[src/psp_defs.svh]
`ifndef PSP_DEFS_SVH
`define PSP_DEFS_SVH

`define PSP_WORD_BITS      24
`define PSP_BYTE_BITS      8
`define PSP_SEL_R          2'h0
`define PSP_SEL_AB         2'h1
`define PSP_SEL_FUNC       2'h2
`define PSP_SEL_INIT       2'h3
`define PSP_CNT_RST_POS    2
`define PSP_MUX_LSB        4
`define PSP_MUX_MSB        6
`define PSP_MUX_LOCK       3'h1
`define PSP_WORD_ZERO      24'h00_0000
`define PSP_HALF_DIV       8'h04
`define PSP_BIAS_NS        1000
`define PSP_CLK_NS         100
`define PSP_BIAS_CYC       ((`PSP_BIAS_NS + `PSP_CLK_NS - 1) / `PSP_CLK_NS)

`endif

[src/psp_pkg.sv]
package psp_pkg;
  `include "psp_defs.svh"
  typedef logic [`PSP_WORD_BITS-1:0] psp_word_t;
  typedef enum logic [2:0] {PSP_IDLE, PSP_LOW, PSP_HIGH, PSP_GAP, PSP_WAIT} psp_hstate_t;
endpackage

[src/psp_if.sv]
`timescale 1ns/1ns
interface psp_if;
  logic serial_clk;
  logic serial_data;
  logic load_strobe;
  logic chip_power_enable;
  logic multiplexed_status_output;
  modport device (input serial_clk, serial_data, load_strobe, chip_power_enable,
                  output multiplexed_status_output);
  modport host (output serial_clk, serial_data, load_strobe, chip_power_enable,
                input multiplexed_status_output);
endinterface

[src/psp_device.sv]
`timescale 1ns/1ns
`include "psp_defs.svh"
module psp_device
  import psp_pkg::*;
(
  // clock and reset
  input  wire logic i_clk,
  input  wire logic i_resetn,
  input  wire logic i_ce,
  // link
  psp_if.device     link,
  // user side
  input  wire logic i_lock,
  output logic      o_powered_down,
  output logic      o_counter_reset,
  output logic      o_cp_tristate,
  output logic      o_init_pulse,
  output psp_word_t o_func_latch,
  output psp_word_t o_r_latch,
  output psp_word_t o_ab_latch
);
  typedef struct packed {
    logic [1:0] sck_sync;
    logic [1:0] dat_sync;
    logic [1:0] le_sync;
    logic [1:0] cpe_sync;
    logic [1:0] lock_sync;
    logic       sck_prev;
    logic       le_prev;
    psp_word_t  shift;
    psp_word_t  func;
    psp_word_t  r;
    psp_word_t  ab;
    logic       ab_pulse_armed;
    logic       pulse;
    logic       status;
  } psp_dev_state_t;

  psp_dev_state_t state_reg;
  psp_dev_state_t state_next;
  logic           sck_rise;
  logic           le_rise;

  always_comb begin
    state_next = state_reg;
    state_next.sck_sync  = {state_reg.sck_sync[0], link.serial_clk};
    state_next.dat_sync  = {state_reg.dat_sync[0], link.serial_data};
    state_next.le_sync   = {state_reg.le_sync[0], link.load_strobe};
    state_next.cpe_sync  = {state_reg.cpe_sync[0], link.chip_power_enable};
    state_next.lock_sync = {state_reg.lock_sync[0], i_lock};
    state_next.sck_prev  = state_reg.sck_sync[1];
    state_next.le_prev   = state_reg.le_sync[1];
    state_next.pulse     = 1'b0;
    sck_rise = state_reg.sck_sync[1] & ~state_reg.sck_prev;
    le_rise  = state_reg.le_sync[1] & ~state_reg.le_prev;
    // shifting ignores power-down
    if (sck_rise) begin
      state_next.shift = {state_reg.shift[`PSP_WORD_BITS-2:0], state_reg.dat_sync[1]};
    end
    if (le_rise) begin
      unique case (state_reg.shift[1:0])
        `PSP_SEL_R: state_next.r = state_reg.shift;
        `PSP_SEL_AB: begin
          state_next.ab = state_reg.shift;
          if (state_reg.ab_pulse_armed) begin
            state_next.pulse          = 1'b1;
            state_next.ab_pulse_armed = 1'b0;
          end
        end
        `PSP_SEL_FUNC: state_next.func = state_reg.shift;
        `PSP_SEL_INIT: begin
          state_next.func           = state_reg.shift;
          state_next.pulse          = 1'b1;
          state_next.ab_pulse_armed = 1'b1;
        end
      endcase
    end
    // mux field selects lock detect
    state_next.status = (state_reg.func[`PSP_MUX_MSB:`PSP_MUX_LSB] == `PSP_MUX_LOCK)
                        & state_reg.lock_sync[1];
  end

  always_ff @(posedge i_clk or negedge i_resetn) begin
    if (!i_resetn) begin
      state_reg         <= '0;
      // strobe idles high: start its detector high so no false load follows reset
      state_reg.le_sync <= 2'h3;
      state_reg.le_prev <= 1'b1;
    end else if (i_ce) begin
      state_reg <= state_next; // latches never cleared by enable
    end
  end

  assign o_powered_down  = ~state_reg.cpe_sync[1];
  assign o_counter_reset = state_reg.func[`PSP_CNT_RST_POS] | state_reg.pulse
                           | o_powered_down;
  assign o_cp_tristate   = o_counter_reset;
  assign o_init_pulse    = state_reg.pulse;
  assign o_func_latch    = state_reg.func;
  assign o_r_latch       = state_reg.r;
  assign o_ab_latch      = state_reg.ab;
  assign link.multiplexed_status_output = state_reg.status;
endmodule

[src/flat_wrapper.sv]
// flat-port wrapper written by rule: the top's interface ports become plain ports
module psp_device_flat import psp_pkg::*;
  (i_clk, i_resetn, i_ce, i_lock, o_powered_down, o_counter_reset, o_cp_tristate, o_init_pulse, o_func_latch, o_r_latch, o_ab_latch, link_serial_clk, link_serial_data, link_load_strobe, link_chip_power_enable, link_multiplexed_status_output);
  psp_if link_i ();
  input  wire logic i_clk;
  input  wire logic i_resetn;
  input  wire logic i_ce;
  input  wire logic i_lock;
  output logic o_powered_down;
  output logic o_counter_reset;
  output logic o_cp_tristate;
  output logic o_init_pulse;
  output psp_word_t o_func_latch;
  output psp_word_t o_r_latch;
  output psp_word_t o_ab_latch;
  input wire logic [$bits(link_i.serial_clk)-1:0] link_serial_clk;
  input wire logic [$bits(link_i.serial_data)-1:0] link_serial_data;
  input wire logic [$bits(link_i.load_strobe)-1:0] link_load_strobe;
  input wire logic [$bits(link_i.chip_power_enable)-1:0] link_chip_power_enable;
  output wire logic [$bits(link_i.multiplexed_status_output)-1:0] link_multiplexed_status_output;
  assign link_i.serial_clk = link_serial_clk;
  assign link_i.serial_data = link_serial_data;
  assign link_i.load_strobe = link_load_strobe;
  assign link_i.chip_power_enable = link_chip_power_enable;
  assign link_multiplexed_status_output = link_i.multiplexed_status_output;
  psp_device u_core (.i_clk(i_clk), .i_resetn(i_resetn), .i_ce(i_ce), .link(link_i), .i_lock(i_lock), .o_powered_down(o_powered_down), .o_counter_reset(o_counter_reset), .o_cp_tristate(o_cp_tristate), .o_init_pulse(o_init_pulse), .o_func_latch(o_func_latch), .o_r_latch(o_r_latch), .o_ab_latch(o_ab_latch));
endmodule
[config.mk]
export PLATFORM = sky130hd
export DESIGN_NAME = psp_device_flat
export DESIGN_NICKNAME = d
export VERILOG_FILES = /design/src/psp_pkg.sv /design/src/psp_if.sv /design/src/psp_device.sv /design/src/flat_wrapper.sv
export VERILOG_INCLUDE_DIRS = /design/src
export SDC_FILE = /design/constraint.sdc
export NUM_CORES = 1
export LEC_CHECK = 0
export BUFFER_PORTS_ARGS = -buffer_cell sky130_fd_sc_hd__buf_2
export CORE_ASPECT_RATIO = 1.75
export CORE_MARGIN = 2
export CORE_UTILIZATION = 45
export DETAILED_ROUTE_END_ITERATION = 8
export GPL_TIMING_DRIVEN = 0
export HOLD_SLACK_MARGIN = 0.1
export PLACE_DENSITY = 0.64
export SLEW_MARGIN = 20
export SYNTH_ARGS = -nofsm -noshare
export SYNTH_HDL_FRONTEND = slang
export SYNTH_SLANG_ARGS = --single-unit
[constraint.sdc]
create_clock -name i_clk -period 2.2 [get_ports i_clk]
set_input_delay 0.44 -clock i_clk [delete_from_list [all_inputs] [get_ports i_clk]]
set_output_delay 0.44 -clock i_clk [all_outputs]
set_load 0.02 [all_outputs]
# --- After elaboration in Yosys (flattened, before gate mapping) ---
# Index checks and enable logic that the tools add are counted.
op_classes:
  n_eq_ne: 4
  mux: 3
  bitwise: 8
  n_reduce_logical: 8
ops:
  columns: ["op", "count"]
  rows:
  - ["$reduce_and 3->1", 4]
  - ["$eq 2x2->1 const B", 2]
  - ["$pmux 2 s2", 1]
  - ["$and 1x1->1", 3]
  - ["$eq 3x1->1 const B", 1]
  - ["$not 1->1", 3]
  - ["$eq 2x1->1 const B", 1]
  - ["$logic_not 2->1", 1]
  - ["$mux 1", 2]
  - ["$or 1x1->1", 2]
  - ["$reduce_and 2->1", 1]
  - ["$reduce_bool 2->1", 1]
  - ["$reduce_or 2->1", 1]
totals:
  register_bits: 111
  output_inout_bits: 77
  wordCells: 37

# --- Longest topological paths before layout ---
# Gate-level depths: netlist (run 1).
logic_depth:
  word_depth: 3
  mapped_depth: 5
  ltp_nobuf: 3

# --- Worst setup path after synthesis (run 1) ---
# No wires, ideal clock.
synth_timing:
  path_kind: "input-to-reg"
  startpoint: "input port i_ce"
  endpoint: "register u_core.state_reg (netlist bit u_core.o_r_latch[10])"
  arrival_ps: 1475
  path_slack_ps: 600
  cell_stages: 5
  path_cell_list: "buf_4 nand3b_1 nor3_4 buf_6 mux2_2"
synth_between:
  elab_chain_cells: 1
synth_lines:
  columns: ["item", "line_no", "source"]
  rows:
  - ["start: declaration", "flat_wrapper.sv:7", "input wire logic i_ce;"]
  - ["$reduce_and 3->1 (no line)", null, null]
  - ["end signal: assignment", "psp_device.sv:90", "state_reg <= state_next;"]
  - ["end: declaration", "psp_device.sv:39", "psp_dev_state_t state_reg;"]
# Every way passes these cells.
# A chain may end at the register's enable or synchronous reset.

# --- Worst setup path in the final report (run 1) ---
layout_timing:
  startpoint: "register u_core.state_reg (netlist bit u_core.o_init_pulse)"
  endpoint: "output port o_cp_tristate"
layout_between:
  elab_chain_cells: 2
layout_lines:
  columns: ["item", "line_no", "source"]
  rows:
  - ["$or 1x1->1 (2 in a row)", "psp_device.sv:95", "assign o_counter_reset = state_reg.func[`PSP_CNT_RST_POS] | state_reg.pulse"]
  - ["end: declaration", "flat_wrapper.sv:11", "output logic o_cp_tristate;"]
# Every way passes these cells.

==> flow_summary.yaml, run 1 <==
floorplan:
  io_pins: 85
  rows: 49
  die_h_um: 139
  start_util_pct: 46.1
  dieArea_um2: 11300
  die_w_um: 81.4
  coreArea_um2: 10200
placed_design:
  hpwl_um: 5490
  place_area_um2: 5320
  io_buffers: 83
  gp_congestion: 0.691
  placed_cells: 529
  dp_slack_ps: 378
logic_synthesis:
  yosysTopAreaCell: "dfrtp_1"
  synth_top_area_share_pct: 57.3
  syn_area_um2: 4720
  synth.distinct_cells: 21
  synth_common_cells: "108 x dfrtp_1, 104 x mux2_2, 76 x buf_4"
  synth_seq_cells: 111
  synthTopCellsByArea: "dfrtp_1 57%, mux2_2 25%, buf_4 12%"
  synth_edf_count: 0
  yosys.cell_count.top_type: "dfrtp_1"
  synth_nets: 326
  synthArstFlopShare_pct: 100
  yosysSeqAreaShare_pct: 59.0
  syn_avg_cell_area_um2: 14.8
  yosys_warnings: 0
  synthCells: 318
  yosys_most_used_dff: "dfrtp_1"
power:
  p_clk_share_pct: 29.2
  p_int_mw: 3.99
  seq_power_share_pct: 47.1
  switchingPower_mw: 1.51
  power.ir.vdd_worst_uv: 707
  p_sw_share_pct: 27.4
  leakagePower_nw: 3.11
  power_mw: 5.50
  power_density_nw_per_um2: 977
  p_comb_share_pct: 23.7
hold_path:
  worstHoldEndpoint: "u_core.state_next[108]$_DFFE_PN0P_"
  min_from: "link_serial_data"
  worst_hold_path.num_cells: 2
  hp-class: "in -> reg"
timing:
  drv_slew: 0
  fin_ws_ps: 390
  post-route-period-util_pct: 82.3
  hold_slack_ps: 334
  setup_viol: 0
  final_hold_viol_count: 0
  rsz0062_at_grt: "no"
  tightest_slew_ps: 538
  fmax_mhz: 553
  fin_skew_ps: 6.93
  slew_headroom_pct: 64.2
  period_needed_ps: 1810
critical_path:
  crit_chain: "or3_1 > buf_4 > buf_2"
  cp.arrival_ps: 1370
  cpPeakStageDelay_ps: 400
  crit_slowest_cell: "dfrtp_1"
  cp.required_ps: 1760
  r2r_slack_ps: 450
  r2r-start: "u_core.state_next[99]$_DFFE_PN1P_"
  worstPathMaxFanout: 3
  cp-start-kind: "flip-flop"
  reg2reg_depth: 4
  startpoint: "u_core.o_init_pulse$_DFFE_PN0P_"
  worstSetupEndpointType: "output pin"
  cp_top_family: "flip-flops"
  worstReg2RegEnd: "u_core.o_r_latch[5]$_DFFE_PN0P_"
  cp.buffers_inverters: 2
  worstSetupPathType: "reg -> out"
cells_and_area:
  largest_register_ffs: 30
  drive_gt1_share_pct: 69.2
  fin_nets: 422
  num_antenna_cells: 0
  area_growth_pct: 19.4
  fin_area_um2: 5630
  instances_no_fill: 546
clocking:
  post_cts_buffers: 0
  cts_buffer_depth: 2
  insertion_delay_ps: 330
  cts-buffers-inserted: 9
  root_buffer: "clkbuf_16"
  clkTransAtPathRegs_ps: 70
  tritoncts: "built"
  clock-sinks: 111
  htree_num_levels: 3
detailed_routing:
  routed_wl_um: 7820
  wl_per_cell_um: 14.3
  drc: 0
  drt_iter0_drc: 75
  postRouteAntennaNets: 0
  drt-vias-per-instance: 4.64
  firstDrtPassIters: 4
  vias: 2532
grt:
  antenna_found_initial: 0
  grt-ovfl-total: 0
  first_global_vias: 2640
  grt_max_degree: 61
  grt_pass1_wl_um: 13200
  grt_usage_pct: 15.2
flow_run:
  cap_violations: 0
run_status:
  status: "completed"
[worst reg2reg max path, cell delays in order, from the launching register on]
cell,delay (ps)
dfstp_2,570
nand3b_1,150
nor3_4,330
buf_6,230
mux2_2,350
[layout make-up]
class                      count  area, um2
multi-input combinational    121       1310
fill                         859       4610
tap                          127        159
sequential                   111       2780
clock inverter                 1       30.0
clock buffer                  15        268
inverter                       2       7.51
timing repair buffer          85        459
buffer                        84        622
[cells in the final DEF, fill, tap and decap left out, types with 2 or more instances in the layout]
master,netlist,routed
buf_2,5,87
dfrtp_1,108,108
nand3b_1,2,2
nor2b_1,3,3
clkbuf_16,0,9
buf_6,2,3
dfstp_2,3,3
inv_1,2,2
buf_4,76,76
mux2_2,104,104
clkbuf_8,0,2
o21ai_0,2,2
clkbuf_1,1,5
[layer usage]
metal,GRT usage [%],up-vias,wire length [um]
met5,0,-,0
met4,6.07,0,116
met3,2.85,10,277
met2,25.8,52,4250
met1,18.6,1271,3170
li1,-,1199,-
[per-stage QoR]
stage / setup TNS (ps) / util, %
final: 0 / 55.0
after global routing: 0 / 55.0
after CTS: 0 / 55.0
after detailed placement: 0 / 52.0
after global placement: -59140 / 51.7
after floorplan: 0 / -
[cell families after synthesis]
family | Yosys count | synth area share, %
compound gates | 3 | 0.345
buf+inv | 86 | 13.3
flops | 111 | 59.0
mux | 104 | 24.8
simple gates | 14 | 2.49
[timing repair]
item                                   CTS  global route
hold buffers                             1             0
endpoints found under the hold margin   49             0
gates resized for setup                  0             0
setup endpoints to repair                0             0
[worst max path at each step]
stage | to | slack, ps | cells past startpoint
6_report | o_cp_tristate | 390 | 3
5_1_grt | o_cp_tristate | 330 | 3
4_1_cts | o_cp_tristate | 360 | 3
3_5_place_dp | u_core.o_r_latch[12]$_DFFE_PN0P_ | 380 | 5
3_3_place_gp | u_core.o_r_latch[9]$_DFFE_PN0P_ | -560 | 1
2_1_floorplan | u_core.o_r_latch[10]$_DFFE_PN0P_ | 600 | 5
[power by group through the flow]
| stage | Clock [mW] | Sequential, mW | Combinational [mW] |
|---|---|---|---|
| floorplan | 0 | 2.56 | 0.993 |
| global placement | 0 | 2.61 | 1.29 |
| detailed placement | 0 | 2.63 | 1.32 |
| CTS | 1.67 | 2.60 | 1.33 |
| global route | 1.75 | 2.65 | 1.40 |
| finish | 1.61 | 2.59 | 1.30 |
(Power assumes the default switching activity.)
==> run 2: changes to the inputs <==
- ABC_AREA: not set -> 1
- PLACE_DENSITY: 0.64 -> 0.63
- clock period: 2.2 -> 1.7 ns (I/O delays scaled with it)
==> flow_summary.yaml, run 2 <==
run_status:
  status: "completed"
detailed_routing:
  wl_per_cell_um: 13.0
  vias: 3532
  drt-vias-per-instance: 4.63
  firstDrtPassIters: 4
  routed_wl_um: 9940
  drc: 0
  drt_iter0_drc: 199
  postRouteAntennaNets: 0
logic_synthesis:
  synthCells: 534
  yosys.cell_count.top_type: "nand2_1"
  synth_edf_count: 0
  syn_area_um2: 4800
  synth_nets: 542
  synth_seq_cells: 111
  synth_common_cells: "223 x nand2_1, 108 x dfrtp_1, 74 x buf_4"
  yosys_warnings: 0
  synthArstFlopShare_pct: 100
  synthTopCellsByArea: "dfrtp_1 56%, nand2_1 17%, buf_4 12%"
  yosysTopAreaCell: "dfrtp_1"
  syn_avg_cell_area_um2: 8.99
  synth.distinct_cells: 20
  synth_top_area_share_pct: 56.3
  yosys_most_used_dff: "dfrtp_1"
  yosysSeqAreaShare_pct: 58.0
power:
  leakagePower_nw: 3.27
  p_clk_share_pct: 20.2
  power.ir.vdd_worst_uv: 936
  p_comb_share_pct: 37.4
  power_density_nw_per_um2: 1870
  p_sw_share_pct: 36.7
  switchingPower_mw: 3.93
  p_int_mw: 6.77
  seq_power_share_pct: 42.4
cells_and_area:
  largest_register_ffs: 30
  area_growth_pct: 19.5
  drive_gt1_share_pct: 31.9
  fin_nets: 639
  n_fill_cell: 991
  num_antenna_cells: 0
  fin_area_um2: 5730
  mostFrequentLayoutCells: "223 x nand2_1, 108 x dfrtp_1, 99 x buf_2, 74 x buf_4, 24 x nand3_1"
  layout_commonest_cell: "nand2_1"
timing:
  final_hold_viol_count: 0
  tightest_slew_ps: 503
  tns_ps: 0
  period_needed_ps: 1530
  drv_slew: 0
  rsz0062_at_grt: "no"
  fin_skew_ps: 4.66
  setup_viol: 0
  fmax_mhz: 655
  slew_headroom_pct: 66.5
  post-route-period-util_pct: 89.8
flow_run:
  cap_violations: 0
placed_design:
  place_area_um2: 5410
  io_buffers: 84
  hpwl_um: 7100
  gp_congestion: 0.776
grt:
  antenna_found_initial: 0
  grt_usage_pct: 18.8
  grt_pass1_wl_um: 16600
  first_global_vias: 3376
  grt-ovfl-total: 0
  grt_max_degree: 79
floorplan:
  rows: 49
  die_w_um: 82.1
  io_pins: 85
  die_h_um: 141
  dieArea_um2: 11500
  start_util_pct: 46.3
  coreArea_um2: 10400
clocking:
  post_cts_buffers: 0
  clock-sinks: 111
  clkTransAtPathRegs_ps: 70
  cts-buffers-inserted: 9
  htree_num_levels: 3
  root_buffer: "clkbuf_16"
  tritoncts: "built"
  cts_buffer_depth: 2
  insertion_delay_ps: 340
hold_path:
  hp-class: "in -> reg"
critical_path:
  worstSetupEndpointType: "output pin"
  cp.required_ps: 1360
  cp-start-kind: "flip-flop"
  worstPathMaxFanout: 3
  cp.arrival_ps: 1190
  worstSetupPathType: "reg -> out"
run 2: cell types whose count changed in the layout (fill, tap and decap cells not counted), moves of 3 or more:
cell,change
nor2_1,+15
nor2b_1,-3
nand2_1,+222
o21ai_0,+21
a21oi_1,+11
nand3_1,+24
mux2_2,-104
inv_1,+19
buf_2,+12
run 2: final cells by class:
| cell class | count | area [um2] | share of cell area (%) |
|---|---|---|---|
| Inverter | 24 | 90.1 | 1.57 |
| Clock buffer | 13 | 270 | 4.72 |
| Timing Repair Buffer | 86 | 464 | 8.10 |
| Clock inverter | 3 | 40.0 | 0.699 |
| Buffer | 94 | 666 | 11.6 |
| Sequential cell | 111 | 2780 | 48.5 |
| Tap cell | 127 | 159 | 2.77 |
| Multi-Input combinational cell | 305 | 1260 | 22.0 |
run 2: power by group through the flow:
stage          clock network (mW)  registers (mW)  logic, mW
6_report                     2.16            4.54       4.01
5_1_grt                      2.31            4.69       4.47
4_1_cts                      2.20            4.55       4.07
3_5_place_dp                    0            4.58       4.05
3_3_place_gp                    0            4.55       3.97
2_1_floorplan                   0            4.29       3.07
run 2: metal layers:
layer  vias up  track usage, %  share of wire [%]  wire length, um
met4         0            6.93                1.9              192
met5         -               0                  0                0
met3        17            3.39                3.9              390
met2        81            31.4                 52             5210
li1       1757               -                  -                -
met1      1677            24.0                 42             4150
run 2: final timing paths:
| kind | startpoint | end | slack, ps | cells after the start |
|---|---|---|---|---|
| setup / recovery | u_core.o_func_latch[2]$_DFFE_PN0P_ | o_cp_tristate | 170 | 4 |
| hold / removal | i_lock | u_core.state_next[102]$_DFFE_PN0P_ | 190 | 3 |
| setup reg to reg | u_core.state_next[99]$_DFFE_PN1P_ | u_core.o_func_latch[14]$_DFFE_PN0P_ | 260 | 6 |
| hold reg to reg | u_core.o_ab_latch[0]$_DFFE_PN0P_ | u_core.o_ab_latch[0]$_DFFE_PN0P_ | 470 | 2 |
| max in group asynchronous | i_resetn | u_core.state_reg[90]$_DFFE_PN0P_ | 580 | 3 |
| min in group asynchronous | i_resetn | u_core.o_ab_latch[0]$_DFFE_PN0P_ | 450 | 2 |
run 2: worst max-delay path, stage by stage (launching register included):
cell	delay, ps
dfrtp_1	420
nor2_1	100
nand2_1	60
buf_4	120
buf_2	140
run 2: cell families (layout without fill, tap and decap cells):
family,count (synthesis),count (layout),synth area share (%)
simple gates,269,269,22.4
buf+inv,118,220,15.7
flops,111,111,58.0
compound gates,36,36,3.86
run 2: timing repair:
item / CTS / global route
hold endpoints to repair: 30 / 0
hold buffers: 1 / 0
resized for setup: 0 / 0
run 2: metrics by stage:
stage | cells | hold WS (ps) | power, mW | util [%] | worst slack, ps
floorplan | 534 | 44.4 | 7.35 | - | 443
global placement | 745 | 449 | 8.52 | 51.9 | -943
detailed placement | 746 | 254 | 8.64 | 52.2 | 239
CTS | 763 | 187 | 10.8 | 55.3 | 139
global route | 763 | 195 | 11.5 | 55.3 | 110
finish | 763 | 194 | 10.7 | 55.3 | 173
==> run 3: changes to the inputs <==
- GPL_TIMING_DRIVEN: 0 -> not set
- PLACE_DENSITY: 0.63 -> 0.66
- clock period: 1.7 -> 1.33 ns (I/O delays scaled with it)
==> flow_summary.yaml, run 3 (same netlist as run 2, synthesis figures left out) <==
clocking:
  htree_num_levels: 3
  tritoncts: "built"
  root_buffer: "clkbuf_16"
  cts_buffer_depth: 2
  insertion_delay_ps: 340
  cts-buffers-inserted: 9
  clock-sinks: 111
  clkTransAtPathRegs_ps: 70
critical_path:
  cp-start-kind: "flip-flop"
  cp.required_ps: 1610
  cp.arrival_ps: 1620
  r2r-start: "u_core.state_next[99]$_DFFE_PN1P_"
  worstReg2RegEnd: "u_core.o_ab_latch[17]$_DFFE_PN0P_"
  worstSetupPathType: "reg -> reg"
  reg2reg_depth: 6
  worstPathMaxFanout: 6
  r2r_slack_ps: -10
  worstSetupEndpointType: "flip-flop"
power:
  leakagePower_nw: 2.98
  power_density_nw_per_um2: 2370
  power.ir.vdd_worst_uv: 1050
grt:
  grt_usage_pct: 18.6
  grt_pass1_wl_um: 16400
  antenna_found_initial: 0
  grt_max_degree: 54
  first_global_vias: 3335
  grt-ovfl-total: 0
timing:
  final_hold_viol_count: 0
  hold_slack_ps: 122
  fin_ws_ps: -14.5
  post-route-period-util_pct: 101
  tightest_slew_ps: 319
  drv_slew: 0
  setup_viol: 2
  period_needed_ps: 1340
  fin_skew_ps: 7.00
  rsz0062_at_grt: "yes"
  fmax_mhz: 744
  slew_headroom_pct: 78.7
floorplan:
  dieArea_um2: 11500
  io_pins: 85
  coreArea_um2: 10400
  start_util_pct: 46.3
  rows: 49
  die_h_um: 141
  die_w_um: 82.1
cells_and_area:
  fin_util_pct: 51.7
  n_fill_cell: 955
  mostFrequentLayoutCells: "216 x nand2_1, 108 x dfrtp_1, 83 x buf_2, 23 x o21ai_0, 22 x nand3_1"
  largest_register_ffs: 30
  area_growth_pct: 11.7
  instances_no_fill: 688
  layout_commonest_cell: "nand2_1"
  drive_gt1_share_pct: 25.1
  num_antenna_cells: 0
  fin_nets: 564
placed_design:
  hpwl_um: 6820
  gp_congestion: 0.783
  io_buffers: 84
  placed_cells: 668
  dp_slack_ps: -6.19
detailed_routing:
  drc: 0
  postRouteAntennaNets: 0
  routed_wl_um: 10100
  wl_per_cell_um: 14.7
  drt-vias-per-instance: 4.81
  firstDrtPassIters: 4
  vias: 3309
  drt_iter0_drc: 209
flow_run:
  cap_violations: 0
run_status:
  violations: "setup timing"
  status: "finished, violations left"
hold_path:
  hp-class: "in -> reg"
  min_from: "link_load_strobe"
  worst_hold_path.num_cells: 3
  worstHoldEndpoint: "u_core.state_next[106]$_DFFE_PN1P_"
run 3: how the worst max path moves through the flow:
stage	from	slack [ps]	cells past startpoint	endpoint
2_1_floorplan	u_core.state_next[99]$_DFFE_PN1P_	110	6	u_core.o_func_latch[4]$_DFFE_PN0P_
3_3_place_gp	u_core.state_next[99]$_DFFE_PN1P_	80	6	u_core.o_ab_latch[19]$_DFFE_PN0P_
3_5_place_dp	u_core.state_next[99]$_DFFE_PN1P_	-6	6	u_core.o_ab_latch[7]$_DFFE_PN0P_
4_1_cts	u_core.o_init_pulse$_DFFE_PN0P_	-7	3	o_counter_reset
5_1_grt	u_core.state_next[99]$_DFFE_PN1P_	-50	6	u_core.o_r_latch[22]$_DFFE_PN0P_
6_report	u_core.state_next[99]$_DFFE_PN1P_	-10	6	u_core.o_ab_latch[17]$_DFFE_PN0P_
run 3: report_power, final:
group	internal (mW)	total [mW]	switching, mW
logic	1.35	3.99	2.65
registers	4.71	5.81	1.10
clock network	1.71	2.90	1.19
total	7.77	12.7	4.94
run 3: per-layer routing:
| metal | wire length [um] | global-route usage (%) | vias to the layer above |
|---|---|---|---|
| met1 | 3950 | 22.9 | 1602 |
| met4 | 189 | 6.84 | 0 |
| met3 | 404 | 2.88 | 11 |
| met2 | 5550 | 32.3 | 81 |
| li1 | - | - | 1615 |
| met5 | 0 | 0 | - |
run 3: layout make-up:
cell class	count	area [um2]	share of cell area (%)
Multi-Input combinational cell	305	1310	24.5
Clock inverter	6	93.8	1.75
Tap cell	127	159	2.96
Inverter	24	92.6	1.73
Clock buffer	10	239	4.46
Sequential cell	111	2780	51.9
Timing Repair Buffer	105	683	12.7
run 3: stage by stage:
stage          TNS [ps]  power [mW]  cell area (um2)
2_1_floorplan         0        9.40             4800
3_3_place_gp          0        9.67             4920
3_5_place_dp      -10.9        9.82             4920
4_1_cts           -14.1        12.8             5280
5_1_grt           -1370        13.6             5360
6_report          -19.2        12.7             5360
run 3: what timing repair did:
action                                  CTS  global route
hold buffers                              1             0
endpoints found under the setup margin   25            21
gates resized for setup                   3            12
buffers inserted                          1             0
endpoints found under the hold margin   108             0
gates cloned                              0             2
pin swaps                                 0             5
run 3: worst max-delay path, cell delays in order, from the launching register on:
cell and delay (ps):
dfstp_2 570, nand2_4 70, buf_6 110, nor2_4 200, clkbuf_16 210, nand2_1 50
nand2_1 70
